==> config.mk <==
export PLATFORM = sky130hd
export DESIGN_NAME = trigger_sequencer
export DESIGN_NICKNAME = d
export VERILOG_FILES = /design/src/pkg/trigger_sequencer_pkg.sv /design/src/hw/trigger_sequencer.sv
export SDC_FILE = /design/constraint.sdc
export NUM_CORES = 1
export LEC_CHECK = 0
export BUFFER_PORTS_ARGS = -buffer_cell sky130_fd_sc_hd__buf_2
export CAP_MARGIN = 25
export CORE_MARGIN = 5
export CORE_UTILIZATION = 60
export CTS_CLUSTER_SIZE = 25
export DETAILED_ROUTE_END_ITERATION = 10
export PLACE_DENSITY = 0.8
export SYNTH_ARGS = -nofsm -noshare
export SYNTH_HDL_FRONTEND = slang
export SYNTH_SLANG_ARGS = --single-unit
==> constraint.sdc <==
create_clock -name aclk -period 9.06 [get_ports aclk]
set_input_delay 1.359 -clock aclk [delete_from_list [all_inputs] [get_ports aclk]]
set_output_delay 1.359 -clock aclk [all_outputs]
set_load 0.1 [all_outputs]
==> src/pkg/trigger_sequencer_pkg.sv <==
// Constants and types shared by the trigger sequencer design.
// Contract
// - Multiple mode spaces readings by repeat interval.
// - One-shot mode ignores the repeat interval.
// - Interval also paces buffer writes in multiple.
// - Interval 10 ms to 999.999 s, resets 0.25 s.
// - Interval below 10 ms rejected, error raised.
// - Wait programmed delay after trigger before reading.
// - Delay 0 to 999.999 s, resets to zero.
// - Entries commit on confirm, cancel restores old.
// - One-shot waiting lamp steady, triggered lamp per reading.
// - Waiting lamp flashes after switch to multiple.
// - External trigger recognised on falling edge.
// - External one-shot takes one reading per pulse.
// - Completion pulse output for each processed reading.
// - One-shot trigger while busy raises overrun.
// - Overrun never aborts the reading in progress.
// - Bus group trigger, talk and execute trigger.
// - Master filter off disables both filters.
// - Master filter on applies stored filter selections.
// - Filter on with both off requests digital selection.
// - Digital response is off, fast, medium, slow.
// - One-shot needs trigger each; multiple runs forever (code returns to idle on a source change written during the interval wait).
// - Manual triggers always accepted unless source disabled.
`default_nettype none
package trigger_sequencer_pkg;
  localparam int ADDR_W = 8;
  localparam int DATA_W = 32;
  localparam int CNT_W = 20;
  localparam int CTRL_W = 8;
  // Register byte addresses.
  localparam logic [ADDR_W-1:0] REG_CTRL = 8'h00;
  localparam logic [ADDR_W-1:0] REG_IVL_ENTRY = 8'h04;
  localparam logic [ADDR_W-1:0] REG_DLY_ENTRY = 8'h08;
  localparam logic [ADDR_W-1:0] REG_CMD = 8'h0c;
  localparam logic [ADDR_W-1:0] REG_IVL_ACTIVE = 8'h10;
  localparam logic [ADDR_W-1:0] REG_DLY_ACTIVE = 8'h14;
  localparam logic [ADDR_W-1:0] REG_STATUS = 8'h18;
  localparam logic [1:0] RESP_OKAY = 2'h0;
  localparam logic [1:0] RESP_SLVERR = 2'h2;
  // Control word fields and reset value (one-shot, manual source, filters off).
  localparam int CTRL_MODE_BIT = 0;
  localparam int CTRL_SRC_LSB = 1;
  localparam int CTRL_FILT_BIT = 4;
  localparam int CTRL_ANA_BIT = 5;
  localparam int CTRL_RESP_LSB = 6;
  localparam logic [CTRL_W-1:0] CTRL_RESET = 8'h04;
  // Command bits; each acts once per write and reads back as zero.
  localparam int CMD_IVL_OK = 0;
  localparam int CMD_IVL_CANCEL = 1;
  localparam int CMD_DLY_OK = 2;
  localparam int CMD_DLY_CANCEL = 3;
  localparam int CMD_MANUAL = 4;
  localparam int CMD_BUS_MANUAL = 5;
  localparam int CMD_GET = 6;
  localparam int CMD_TALK = 7;
  localparam int CMD_EXEC = 8;
  // Status fields; sticky bits are contiguous from ST_STICKY_LSB.
  localparam int ST_BUSY = 0;
  localparam int ST_WAIT = 1;
  localparam int ST_TRIGGERED = 2;
  localparam int ST_STICKY_LSB = 3;
  localparam int STICKY_N = 3;
  localparam int ST_ANA = 6;
  localparam int ST_RESP_LSB = 7;
  // Times in milliseconds and the tick derived from the clock.
  localparam int CLK_PERIOD_NS = 8;
  localparam int TICK_PERIOD_NS = 32'h000f_4240;  // 1 ms.
  localparam int TICK_CYCLES = TICK_PERIOD_NS / CLK_PERIOD_NS;
  localparam logic [CNT_W-1:0] IVL_MIN_MS = 20'h0_000a;
  localparam logic [CNT_W-1:0] IVL_MAX_MS = 20'hf_423f;
  localparam logic [CNT_W-1:0] IVL_RESET_MS = 20'h0_00fa;
  localparam logic [CNT_W-1:0] DLY_MAX_MS = 20'hf_423f;
  localparam logic [CNT_W-1:0] DLY_RESET_MS = 20'h0_0000;
  localparam logic [CNT_W-1:0] FLASH_HALF_MS = 20'h0_00fa;
  typedef enum logic [2:0] {
    SRC_DISABLED = 3'h0,
    SRC_EXTERNAL = 3'h1,
    SRC_MANUAL = 3'h2,
    SRC_TALK = 3'h3,
    SRC_GET = 3'h4,
    SRC_EXEC = 3'h5
  } trig_src_e;
  typedef enum logic [1:0] {
    RESP_OFF = 2'h0,
    RESP_FAST = 2'h1,
    RESP_MEDIUM = 2'h2,
    RESP_SLOW = 2'h3
  } filt_resp_e;
  typedef enum logic [3:0] {
    SEQ_IDLE = 4'h1,
    SEQ_DELAY = 4'h2,
    SEQ_MEASURE = 4'h4,
    SEQ_INTERVAL = 4'h8
  } seq_state_e;
endpackage
`default_nettype wire

==> src/hw/trigger_sequencer.sv <==
// Trigger sequencer with AXI4-Lite register access.
`default_nettype none
module trigger_sequencer
  import trigger_sequencer_pkg::*;
#(
  parameter int TICK_CYCLES_P = TICK_CYCLES
) (
  // Clock and reset.
  input wire logic aclk,
  input wire logic aresetn,
  // AXI4-Lite write channels.
  input wire logic awvalid,
  output logic awready,
  input wire logic [ADDR_W-1:0] awaddr,
  input wire logic wvalid,
  output logic wready,
  input wire logic [DATA_W-1:0] wdata,
  input wire logic [3:0] wstrb,
  output logic bvalid,
  input wire logic bready,
  output logic [1:0] bresp,
  // AXI4-Lite read channels.
  input wire logic arvalid,
  output logic arready,
  input wire logic [ADDR_W-1:0] araddr,
  output logic rvalid,
  input wire logic rready,
  output logic [DATA_W-1:0] rdata,
  output logic [1:0] rresp,
  // External trigger pin and measurement path handshake.
  input wire logic ext_trig_in,
  input wire logic reading_done,
  output logic reading_start,
  output logic meter_complete_out,
  output logic buffer_write,
  // Front panel indicators.
  output logic waiting_indicator,
  output logic triggered_indicator,
  // Filter controls.
  output logic analog_filter_en,
  output logic [1:0] digital_resp,
  output logic digital_select_req
);
  localparam int TW = $clog2(TICK_CYCLES_P + 1);

  logic aw_got;
  logic w_got;
  logic [ADDR_W-1:0] wr_addr;
  logic [DATA_W-1:0] wr_data;
  logic [3:0] wr_strb;
  logic wr_fire;
  logic wr_mapped;
  logic [DATA_W-1:0] wmask;
  logic [DATA_W-1:0] wr_masked;
  logic [CTRL_W-1:0] ctrl_word;
  logic [CTRL_W-1:0] next_ctrl;
  logic [DATA_W-1:0] cmd_bits;
  logic [CNT_W-1:0] ivl_entry;
  logic [CNT_W-1:0] ivl_active;
  logic [CNT_W-1:0] dly_entry;
  logic [CNT_W-1:0] dly_active;
  logic [CNT_W-1:0] dly_cnt;
  logic [CNT_W-1:0] ivl_cnt;
  logic [CNT_W-1:0] flash_cnt;
  logic flash_phase;
  logic [TW-1:0] tick_div;
  logic tick;
  logic [STICKY_N-1:0] sticky;
  logic [STICKY_N-1:0] sticky_set;
  logic [STICKY_N-1:0] sticky_clr;
  logic ivl_err_set;
  logic sel_req_set;
  logic src_chg;
  logic ext_sync1;
  logic ext_sync2;
  logic ext_prev;
  logic ext_fall;
  logic src_evt;
  logic trig;
  logic overrun_set;
  logic start_now;
  logic one_shot;
  trig_src_e src;
  seq_state_e state;
  logic [DATA_W-1:0] rd_word;
  logic rd_ok;

  // Byte lanes of the write strobe widened to a bit mask.
  assign wmask = {{8{wr_strb[3]}}, {8{wr_strb[2]}}, {8{wr_strb[1]}}, {8{wr_strb[0]}}};

  assign wr_masked = wr_data & wmask;

  // Address and data may arrive in either order; the write acts once both are held.
  assign wr_fire = aw_got & w_got & ~bvalid;
  assign wr_mapped = (wr_addr == REG_CTRL) | (wr_addr == REG_IVL_ENTRY) | (wr_addr == REG_DLY_ENTRY)
                   | (wr_addr == REG_CMD) | (wr_addr == REG_STATUS);

  // Write channel handshake and response.
  always_ff @(posedge aclk) begin
    if (!aresetn) begin
      awready <= 1'b1;
      wready <= 1'b1;
      aw_got <= 1'b0;
      w_got <= 1'b0;
      bvalid <= 1'b0;
      bresp <= RESP_OKAY;
      wr_addr <= '0;
      wr_data <= '0;
      wr_strb <= '0;
    end else begin
      if (awvalid && awready) begin
        wr_addr <= awaddr;
        aw_got <= 1'b1;
        awready <= 1'b0;
      end
      if (wvalid && wready) begin
        wr_data <= wdata;
        wr_strb <= wstrb;
        w_got <= 1'b1;
        wready <= 1'b0;
      end
      if (wr_fire) begin
        bvalid <= 1'b1;
        bresp <= wr_mapped ? RESP_OKAY : RESP_SLVERR;
      end
      if (bvalid && bready) begin
        bvalid <= 1'b0;
        aw_got <= 1'b0;
        w_got <= 1'b0;
        awready <= 1'b1;
        wready <= 1'b1;
      end
    end
  end

  // Command bits only live for the write cycle, so they need no clearing.
  assign cmd_bits = (wr_fire && wr_addr == REG_CMD) ? wr_masked : '0;
  assign next_ctrl = (ctrl_word & ~wmask[CTRL_W-1:0]) | wr_masked[CTRL_W-1:0];
  assign one_shot = ~ctrl_word[CTRL_MODE_BIT];
  assign src = trig_src_e'(ctrl_word[CTRL_SRC_LSB +: 3]);

  // Control word; a source change and a filter switch-on with both filters off are flagged.
  always_ff @(posedge aclk) begin
    if (!aresetn) begin
      ctrl_word <= CTRL_RESET;
      src_chg <= 1'b0;
      sel_req_set <= 1'b0;
    end else begin
      src_chg <= 1'b0;
      sel_req_set <= 1'b0;
      if (wr_fire && wr_addr == REG_CTRL) begin
        ctrl_word <= next_ctrl;
        src_chg <= next_ctrl[CTRL_SRC_LSB +: 3] != ctrl_word[CTRL_SRC_LSB +: 3];
        sel_req_set <= next_ctrl[CTRL_FILT_BIT] & ~ctrl_word[CTRL_FILT_BIT] & ~next_ctrl[CTRL_ANA_BIT]
                     & (next_ctrl[CTRL_RESP_LSB +: 2] == RESP_OFF);
      end
    end
  end

  // Filter enables follow the master switch; stored selections only matter while it is on.
  always_ff @(posedge aclk) begin
    if (!aresetn) begin
      analog_filter_en <= 1'b0;
      digital_resp <= RESP_OFF;
      digital_select_req <= 1'b0;
    end else begin
      analog_filter_en <= ctrl_word[CTRL_FILT_BIT] & ctrl_word[CTRL_ANA_BIT];
      digital_resp <= ctrl_word[CTRL_FILT_BIT] ? ctrl_word[CTRL_RESP_LSB +: 2] : RESP_OFF;
      digital_select_req <= sel_req_set;
    end
  end

  // Setting entries: staged values commit on confirm; cancel wins if both are set.
  always_ff @(posedge aclk) begin
    if (!aresetn) begin
      ivl_entry <= IVL_RESET_MS;
      ivl_active <= IVL_RESET_MS;
      dly_entry <= DLY_RESET_MS;
      dly_active <= DLY_RESET_MS;
      ivl_err_set <= 1'b0;
    end else begin
      ivl_err_set <= 1'b0;
      if (wr_fire && wr_addr == REG_IVL_ENTRY) begin
        ivl_entry <= (ivl_entry & ~wmask[CNT_W-1:0]) | wr_masked[CNT_W-1:0];
      end
      if (wr_fire && wr_addr == REG_DLY_ENTRY) begin
        dly_entry <= (dly_entry & ~wmask[CNT_W-1:0]) | wr_masked[CNT_W-1:0];
      end
      if (cmd_bits[CMD_IVL_CANCEL]) begin
        ivl_entry <= ivl_active;
      end else if (cmd_bits[CMD_IVL_OK]) begin
        if (ivl_entry < IVL_MIN_MS) begin
          ivl_err_set <= 1'b1;
        end else if (ivl_entry <= IVL_MAX_MS) begin
          ivl_active <= ivl_entry;
        end
      end
      if (cmd_bits[CMD_DLY_CANCEL]) begin
        dly_entry <= dly_active;
      end else if (cmd_bits[CMD_DLY_OK] && dly_entry <= DLY_MAX_MS) begin
        dly_active <= dly_entry;
      end
    end
  end

  // Millisecond tick from the system clock.
  assign tick = tick_div == TW'(TICK_CYCLES_P - 1);
  always_ff @(posedge aclk) begin
    if (!aresetn) begin
      tick_div <= '0;
    end else begin
      tick_div <= tick ? '0 : tick_div + TW'(1);
    end
  end

  // External pin: two flops first, the edge detector only looks at the second.
  always_ff @(posedge aclk) begin
    if (!aresetn) begin
      ext_sync1 <= 1'b1;
      ext_sync2 <= 1'b1;
      ext_prev <= 1'b1;
    end else begin
      ext_sync1 <= ext_trig_in;
      ext_sync2 <= ext_sync1;
      ext_prev <= ext_sync2;
    end
  end
  assign ext_fall = ext_prev & ~ext_sync2;

  // Trigger qualification; manual keys bypass the source but not a disabled source.
  always_comb begin
    src_evt = 1'b0;
    case (src)
      SRC_EXTERNAL: src_evt = ext_fall;
      SRC_TALK: src_evt = cmd_bits[CMD_TALK];
      SRC_GET: src_evt = cmd_bits[CMD_GET];
      SRC_EXEC: src_evt = cmd_bits[CMD_EXEC];
      default: src_evt = 1'b0;
    endcase
  end
  assign trig = (src != SRC_DISABLED)
              & (src_evt | cmd_bits[CMD_MANUAL] | cmd_bits[CMD_BUS_MANUAL]);
  assign overrun_set = one_shot & trig & (state != SEQ_IDLE);

  // Start a reading after the delay, or when the interval expires in multiple mode.
  always_comb begin
    start_now = 1'b0;
    case (state)
      SEQ_IDLE: start_now = trig && dly_active == '0;
      SEQ_DELAY: start_now = dly_cnt == '0;
      SEQ_INTERVAL: start_now = ivl_cnt == '0 && !one_shot && !src_chg;
      default: start_now = 1'b0;
    endcase
  end

  // Reading sequence; triggers while busy are ignored, so a reading is never cut short.
  always_ff @(posedge aclk) begin
    if (!aresetn) begin
      state <= SEQ_IDLE;
      dly_cnt <= '0;
    end else begin
      case (state)
        SEQ_IDLE: begin
          if (start_now) begin
            state <= SEQ_MEASURE;
          end else if (trig) begin
            state <= SEQ_DELAY;
            dly_cnt <= dly_active + CNT_W'(1);  // The first tick is only a partial one.
          end
        end
        SEQ_DELAY: begin
          if (start_now) begin
            state <= SEQ_MEASURE;
          end else if (tick) begin
            dly_cnt <= dly_cnt - CNT_W'(1);
          end
        end
        SEQ_MEASURE: begin
          if (reading_done) begin
            state <= one_shot ? SEQ_IDLE : SEQ_INTERVAL;
          end
        end
        SEQ_INTERVAL: begin
          if (start_now) begin
            state <= SEQ_MEASURE;
          end else if (one_shot || src_chg) begin
            state <= SEQ_IDLE;
          end
        end
        default: state <= SEQ_IDLE;
      endcase
    end
  end

  // Interval runs from one reading start to the next, so reading time is included.
  // One tick more is loaded so that the spacing never falls short of the setting.
  always_ff @(posedge aclk) begin
    if (!aresetn) begin
      ivl_cnt <= '0;
    end else if (start_now) begin
      ivl_cnt <= ivl_active + CNT_W'(1);
    end else if (tick && ivl_cnt != '0) begin
      ivl_cnt <= ivl_cnt - CNT_W'(1);
    end
  end

  // Measurement path strobes and completion output.
  always_ff @(posedge aclk) begin
    if (!aresetn) begin
      reading_start <= 1'b0;
      meter_complete_out <= 1'b0;
      buffer_write <= 1'b0;
    end else begin
      reading_start <= start_now;
      if (start_now) begin
        meter_complete_out <= 1'b1;
      end else if (state == SEQ_MEASURE && reading_done) begin
        meter_complete_out <= 1'b0;
      end
      buffer_write <= state == SEQ_MEASURE && reading_done && !one_shot;
    end
  end

  // Flash timer for the waiting lamp.
  always_ff @(posedge aclk) begin
    if (!aresetn) begin
      flash_cnt <= '0;
      flash_phase <= 1'b0;
    end else if (tick) begin
      if (flash_cnt == FLASH_HALF_MS - CNT_W'(1)) begin
        flash_cnt <= '0;
        flash_phase <= ~flash_phase;
      end else begin
        flash_cnt <= flash_cnt + CNT_W'(1);
      end
    end
  end

  // Indicators: steady in one-shot, flashing while multiple waits for its first trigger.
  always_ff @(posedge aclk) begin
    if (!aresetn) begin
      waiting_indicator <= 1'b1;
      triggered_indicator <= 1'b0;
    end else begin
      waiting_indicator <= one_shot | (state == SEQ_IDLE & flash_phase);
      if (trig && state == SEQ_IDLE) begin
        triggered_indicator <= 1'b1;
      end else if (state == SEQ_MEASURE && reading_done) begin
        triggered_indicator <= 1'b0;
      end
    end
  end

  // Sticky errors and requests; a set in the clearing cycle survives.
  assign sticky_set = {sel_req_set, ivl_err_set, overrun_set};
  assign sticky_clr = (wr_fire && wr_addr == REG_STATUS) ? wr_masked[ST_STICKY_LSB +: STICKY_N] : '0;
  for (genvar i = 0; i < STICKY_N; i++) begin : g_sticky
    always_ff @(posedge aclk) begin
      if (!aresetn) begin
        sticky[i] <= 1'b0;
      end else begin
        sticky[i] <= sticky_set[i] | (sticky[i] & ~sticky_clr[i]);
      end
    end
  end

  // Read decode.
  always_comb begin
    rd_word = '0;
    rd_ok = 1'b1;
    case (araddr)
      REG_CTRL: rd_word = DATA_W'(ctrl_word);
      REG_IVL_ENTRY: rd_word = DATA_W'(ivl_entry);
      REG_DLY_ENTRY: rd_word = DATA_W'(dly_entry);
      REG_CMD: rd_word = '0;
      REG_IVL_ACTIVE: rd_word = DATA_W'(ivl_active);
      REG_DLY_ACTIVE: rd_word = DATA_W'(dly_active);
      REG_STATUS: begin
        rd_word[ST_BUSY] = state != SEQ_IDLE;
        rd_word[ST_WAIT] = waiting_indicator;
        rd_word[ST_TRIGGERED] = triggered_indicator;
        rd_word[ST_STICKY_LSB +: STICKY_N] = sticky;
        rd_word[ST_ANA] = analog_filter_en;
        rd_word[ST_RESP_LSB +: 2] = digital_resp;
      end
      default: rd_ok = 1'b0;
    endcase
  end

  // Read channel handshake; one read at a time.
  always_ff @(posedge aclk) begin
    if (!aresetn) begin
      arready <= 1'b1;
      rvalid <= 1'b0;
      rdata <= '0;
      rresp <= RESP_OKAY;
    end else begin
      if (arvalid && arready) begin
        arready <= 1'b0;
        rvalid <= 1'b1;
        rdata <= rd_word;
        rresp <= rd_ok ? RESP_OKAY : RESP_SLVERR;
      end
      if (rvalid && rready) begin
        rvalid <= 1'b0;
        arready <= 1'b1;
      end
    end
  end
endmodule
`default_nettype wire

==> reports/metrics.yaml, run 1 <==
run_status:
  status: "complete, no violations"
pwr:
  net-switching-power_mw: 0.583
  power_density_mw_per_mm2: 172
  p_total_mw: 2.40
  power.internal_mw: 1.82
  pwr-share-clk_pct: 46.8
  combPwrFrac_pct: 6.4
  p_seq_share_pct: 46.8
  swShare_pct: 24.3
  p_leak_nw: 5.41
  irDropWorstVdd_mv: 0.155
yosys:
  synthArstFlopShare_pct: 0
  synthCells: 1530
  yosys_warnings: 0
  yosysTopAreaCellShare_pct: 39.5
  yosys-top-cells-area: "dfxtp_1 (39%), nor2_1 (6.0%), nand2_1 (5.6%)"
  synth-seq-cells: 248
  synth_ff_type: "dfxtp_1"
  yosysSeqAreaShare_pct: 39.5
  synth_top_cell_by_area: "dfxtp_1"
  netlist_area_sq_mm: 0.0126
  syn_avg_cell_area_sq_um: 8.22
  synth_edf_count: 0
  yosysUniqueCellTypes: 73
place:
  place_inst: 1803
  place_area_sq_mm: 0.0130
  post-dp-hpwl_mm: 23.4
  place.gp.congestion: 0.936
  io_buffer_count: 83
clocking:
  clkSinkCount: 248
  ctsHtreeMaxLevel: 1
  cts_root_buffer: "clkbuf_16"
  clk_path_buf_depth: 3
  holdBufCountCts: 0
  cts_resized: 0
  post_cts_buffers: 0
  cts_inserted_buffers: 26
  tritoncts: "yes"
  clk_pin_slew_worst_paths_ns: 0.06
  insertion_delay_ns: 0.53
die:
  rows: 53
  dieWidth_microns: 155
  core_area_sq_mm: 0.0208
  io_pins: 111
  initial_core_util_pct: 60.4
  die_h_microns: 155
  dieArea_sq_mm: 0.0240
cells_and_area:
  drive_above_1_share_pct: 12.1
  fin_cells: 1850
  fin_nets: 1627
  final_area_sq_mm: 0.0139
  syn2layout_area_growth_pct: 10.8
  antenna_cells: 0
grt:
  grt_max_degree: 80
  grt_pass1_vias: 10800
  grt_overflow: 0
  grt_pass1_wl_mm: 54.9
  grt_use_total_pct: 27.4
  antenna_found_initial: 0
critical_path:
  timing.rr.start: "bvalid"
  cp-end-kind: "flip-flop"
  r2r_cells: 6
  worstPathRequired_ns: 9.48
  crit_path_start_kind: "flip-flop"
  rrSetupSlack_ns: 5.41
  worst-path-max-fanout: 16
  worstPathArrival_ns: 4.07
  r2r-end: "dly_cnt[16]"
  crit_type: "flip-flop to flip-flop"
routing:
  vias: 11500
  first_pass_iters: 5
  drc_errors: 0
  vias_per_cell: 6.22
  drt_wl_total_mm: 33.9
  drt_iter0_drc: 1125
  wl_per_cell_microns: 18.3
  antenna_left: 0
timing:
  hold_violations: 0
  tightest_slew_ns: 1.09
  rsz0062_at_grt: "no"
  hold_slack_ns: 0.412
  slew_headroom_pct: 27.2
  worst_clock_skew_ns: 0.0138
  timing.fmax_ghz: 0.274
  finalSetupViolCount: 0
  finalSetupTns_ns: 0
  fin_crit_ns: 3.65
  maxSlewViolCount: 0
  layout_worst_path_cycle_share_pct: 40.3
hold_path:
  hold_path_depth: 1
  holdPathEnd: "ext_sync2"
  hold_start: "ext_sync1"
  worstHoldPathType: "flip-flop to flip-flop"
run:
  drv_cap: 0
-- layer usage --
metal	vias to the layer above	share of wire, %	global-route usage, %
met3	110	8.4	4.14
met5	-	0	0
met1	5358	41	36.2
met2	529	46	44.8
li1	5517	-	-
met4	0	4.0	11.7
-- synth_stat cells, types with 21 or more instances --
cell	number
a211oi_1	31
nor3_1	36
mux2i_1	54
dfxtp_1	248
nand3_1	46
nand2_1	188
xnor2_1	39
nand4_1	36
clkbuf_1	85
nor2_1	200
nor4_1	27
and3_1	21
o21ai_0	58
xor2_1	49
a21oi_1	101
a22oi_1	30
inv_1	28
-- logic make-up after synthesis --
kind of cell	share of synthesized area, %
buffers and inverters	4.86
and+or+nand+nor	24.3
DFF	39.5
adders and majority gates	0.895
other	0.0298
xor gates and xnor gates	6.13
AOI/OAI and AO/OA	17.4
muxes	6.89
-- layout make-up --
cell class	count	area (sq um)
Tap cell	275	344
Clock inverter	14	181
Inverter	28	108
Sequential cell	248	4960
Fill cell	1728	6890
Multi-Input combinational cell	1154	7080
Clock buffer	32	724
Timing Repair Buffer	99	531
-- per-stage QoR --
step | setup WS [ns] | utilization, %
after floorplan | 5.73 | -
after global placement | 5.15 | 62.5
after detailed placement | 5.15 | 62.5
after global routing | 5.29 | 66.9
after CTS | 5.49 | 66.9
final | 5.41 | 66.9
-- critical path, stage by stage (launching register included) --
cell and delay [ns]:
dfxtp_1 0.35, or4_1 0.68, or4_1 0.67, and2_1 0.34, o41ai_4 0.94, a2bb2o_1 0.35, a31o_2 0.21
-- power by group through the flow --
stage | sequential (mW) | combinational, mW | clock [mW]
CTS | 1.12 | 0.153 | 1.14
floorplan | 1.18 | 0.0941 | 0
detailed placement | 1.15 | 0.153 | 0
finish | 1.12 | 0.153 | 1.13
global placement | 1.15 | 0.150 | 0
global route | 1.13 | 0.163 | 1.18
-- how the worst max path moves through the flow --
stage / start / endpoint / cells past startpoint / slack, ns
2_1_floorplan: bvalid / ivl_cnt[14] / 10 / 5.73
3_3_place_gp: aresetn / aw_got / 6 / 5.15
3_5_place_dp: aresetn / aw_got / 6 / 5.15
4_1_cts: bvalid / dly_cnt[16] / 6 / 5.49
5_1_grt: bvalid / dly_cnt[16] / 6 / 5.29
6_report: bvalid / dly_cnt[16] / 6 / 5.41
-- placed cells by master (no fill, tap or decap), drive strengths merged, types with 11 or more instances in the layout --
cell type and n:
mux2i 54, nor4 27, o211ai 15, inv 28, nand2 188, nor2 200
dfxtp 248, nor3 36, o211a 12, xnor2 39, nand3 46, clkbuf 33
nand4 36, nor2b 11, a22oi 30, or3 14, mux2 13, o21ai 58
a211oi 33, buf 98, xor2 49, and4 15, a31oi 15, conb 14
a21oi 102, and3 21
Note: power is estimated with default switching activity, not from simulation.
==> run 2, diff against run 1 <==
--- a/config.mk
+++ b/config.mk
@@ -5,6 +5,7 @@
 export SDC_FILE = /design/constraint.sdc
 export NUM_CORES = 1
 export LEC_CHECK = 0
+export ABC_AREA = 1
 export BUFFER_PORTS_ARGS = -buffer_cell sky130_fd_sc_hd__buf_2
 export CAP_MARGIN = 25
 export CORE_MARGIN = 5
==> constraint.sdc (replaced) <==
create_clock -name aclk -period 3.6 [get_ports aclk]
set_input_delay 0.54 -clock aclk [delete_from_list [all_inputs] [get_ports aclk]]
set_output_delay 0.54 -clock aclk [all_outputs]
set_load 0.1 [all_outputs]
==> run 2 against run 1 <==
Clock-buffer cell count rose by 10; final cell count rose by 26%; wire length grew 23%; flip-flop and latch count unchanged; largest power group unchanged; die area increased by 4.5%; critical endpoint is now ivl_active[15]; global-route usage is 5.4 points higher.
==> reports/metrics.yaml, run 2 <==
yosys:
  synthMuxAreaShare_pct: 0
  synth_fa_ha_area_share_pct: 0.854
  netlist_area_sq_mm: 0.0132
  yosys-top-cells-area: "dfxtp_1 (38%), nand2_1 (11%), nor2_1 (9.9%)"
  yosys_warnings: 0
  synth-compound-area-share_pct: 17.2
  yosysUniqueCellTypes: 51
  synthCells: 1986
  synth_edf_count: 0
  synthArstFlopShare_pct: 0
  yosysTopAreaCellShare_pct: 37.7
  synth_most_common_cell: "nand2_1"
  synth-seq-cells: 248
  yosysSeqAreaShare_pct: 37.7
  synth_simple_gate_area_share_pct: 31.4
  synth_top_cell_by_area: "dfxtp_1"
  synth_ff_type: "dfxtp_1"
  synth_top_family_by_area: "simple AND/OR/NAND/NOR gates"
  syn_avg_cell_area_sq_um: 6.64
  synth_common_cells: "nand2_1 (402), nor2_1 (347), dfxtp_1 (248)"
  synth_xor_area_share_pct: 4.05
place:
  dpl_worst_slack_ns: 1.05
  io_buffer_count: 83
  place.gp.congestion: 0.988
  post-dp-hpwl_mm: 30.6
  place_inst: 2286
timing:
  maxSlewViolCount: 0
  fin_ws_ns: 0.928
  timing.fmax_ghz: 0.374
  layout_worst_path_cycle_share_pct: 74.2
  hold_violations: 0
  finalSetupTns_ns: 0
  finalSetupViolCount: 0
  slew_headroom_pct: 42.5
  fin_crit_ns: 2.67
  tightest_slew_ns: 0.862
  worst_clock_skew_ns: 0.0100
  rsz0062_at_grt: "no"
critical_path:
  worst-path-max-fanout: 23
  cp_slowest_cell: "clkinv_1"
  path_depth: 11
  worstPathRequired_ns: 4.03
  critical_path.endpoint: "ivl_active[15]"
  r2r-end: "ivl_active[15]"
  cp.buffers_inverters: 3
  crit_path_start_kind: "flip-flop"
  rrSetupSlack_ns: 0.93
  cp-end-kind: "flip-flop"
  worstPathArrival_ns: 3.11
  critical_path.top_delay_family: "simple AND/OR/NAND/NOR gates"
  crit_type: "flip-flop to flip-flop"
  crit_path_max_incr_delay_ns: 0.49
  cp_cell_sequence: "inv_1, nand2_1, nor4_1, nand4_1, nand2_1, nor2_1, nand2_1, buf_4, clkinv_1, nor2_1, nor2_1"
  r2r_cells: 11
routing:
  drt_iter0_drc: 1593
  drt_wl_total_mm: 41.5
  vias: 13600
  wl_per_cell_microns: 17.8
  drc_errors: 0
  first_pass_iters: 6
  antenna_left: 0
  vias_per_cell: 5.82
clocking:
  cts_root_buffer: "clkbuf_16"
  clk_path_buf_depth: 3
  cts_inserted_buffers: 27
  post_cts_buffers: 0
  holdBufCountCts: 0
  clkSinkCount: 248
  cts_resized: 0
  clk_pin_slew_worst_paths_ns: 0.06
  ctsHtreeMaxLevel: 1
  insertion_delay_ns: 0.54
  tritoncts: "yes"
cells_and_area:
  syn2layout_area_growth_pct: 11.3
  fin_cells: 2337
  antenna_cells: 0
  drive_above_1_share_pct: 8.51
  fin_nets: 2106
  layout_common_cells: "nand2_1 (402), nor2_1 (347), dfxtp_1 (248), o21ai_0 (194), inv_1 (187)"
  final_common_cell: "nand2_1"
pwr:
  irDropWorstVdd_mv: 0.403
  p_leak_nw: 6.40
  power_density_mw_per_mm2: 437
die:
  core_area_sq_mm: 0.0218
  dieArea_sq_mm: 0.0250
  io_pins: 111
  dieWidth_microns: 158
  initial_core_util_pct: 60.6
  rows: 54
  die_h_microns: 158
grt:
  grt_max_degree: 149
  grt_pass1_wl_mm: 65.6
  antenna_found_initial: 0
  grt_overflow: 0
  grt_pass1_vias: 12300
  grt_use_total_pct: 32.8
hold_path:
  worstHoldPathType: "input port to flip-flop"
run:
  drv_cap: 0
run_status:
  status: "complete, no violations"
==> run 2: cell count changes in the layout (fill, tap and decap cells not counted), moves of 21 or more <==
cell / before / now
nand2_1: 188 / 402
inv_1: 27 / 187
nor2_1: 199 / 347
o21ai_0: 57 / 194
mux2i_1: 54 / 0
nand3_1: 46 / 92
a22oi_1: 30 / 1
xnor2_1: 39 / 10
a21oi_1: 101 / 124
a211oi_1: 31 / 9
and3_1: 21 / 0
==> run 2: area by class of cell <==
class	count	area [sq um]
repair buffers	96	528
fillers	1993	7080
well taps	280	350
clock inverters	8	146
inverters	197	742
clock buffers	42	842
multi-input cells	1466	7100
flip-flops and latches	248	4960
==> run 2: cell families (layout without fill, tap and decap cells) <==
group           Yosys count  in the layout
compound gates          407            407
buf+inv                 285            343
xor+xnor                 61             61
simple gates            975            975
other cells               1             14
flops                   248            248
fa+ha+maj                 9              9
==> run 2: worst reg2reg max path: stages, from the launching register on <==
cell and delay [ns]:
dfxtp_1 0.37, inv_1 0.09, nand2_1 0.11, nor4_1 0.37
nand4_1 0.27, nand2_1 0.12, nor2_1 0.10, nand2_1 0.07
buf_4 0.25, clkinv_1 0.49, nor2_1 0.26, nor2_1 0.07
==> run 2: how the worst min path moves through the flow <==
stage | end | start | slack, ns | depth (start not counted)
finish | ext_sync1 | ext_trig_in | 0.18 | 2
global route | ext_sync1 | ext_trig_in | 0.18 | 2
CTS | ext_sync1 | ext_trig_in | 0.17 | 2
detailed placement | ext_sync2 | ext_sync1 | 0.41 | 1
global placement | ext_sync2 | ext_sync1 | 0.40 | 1
floorplan | ext_prev | ext_sync2 | 0.39 | 2
==> run 2: metal layers <==
metal	part of all wire, %	routed length (microns)	GRT usage [%]	up-vias
li1	-	-	-	6619
met1	41	17200	44.4	6187
met2	44	18400	52.7	662
met3	9.0	3740	4.40	128
met4	5.3	2210	14.0	0
met5	0	0	0	-
==> run 2: where the power goes <==
part	internal [mW]	total [mW]	switching (mW)	leakage [nW]
Sequential	2.80	2.86	0.0573	2.01
Clock	1.89	3.03	1.14	0.486
Combinational	0.122	0.526	0.404	3.91
Total	4.81	6.41	1.60	6.40
==> run 2: per-stage QoR <==
| stage | area, sq um | util [%] | total power [mW] | hold slack [ns] |
|---|---|---|---|---|
| finish | 14700 | 67.5 | 6.41 | 0.182 |
| global route | 14700 | 67.5 | 6.61 | 0.184 |
| CTS | 14700 | 67.4 | 6.44 | 0.170 |
| detailed placement | 13700 | 62.9 | 3.44 | 0.413 |
| global placement | 13700 | 62.9 | 3.43 | 0.400 |
| floorplan | 13200 | - | 3.32 | 0.392 |
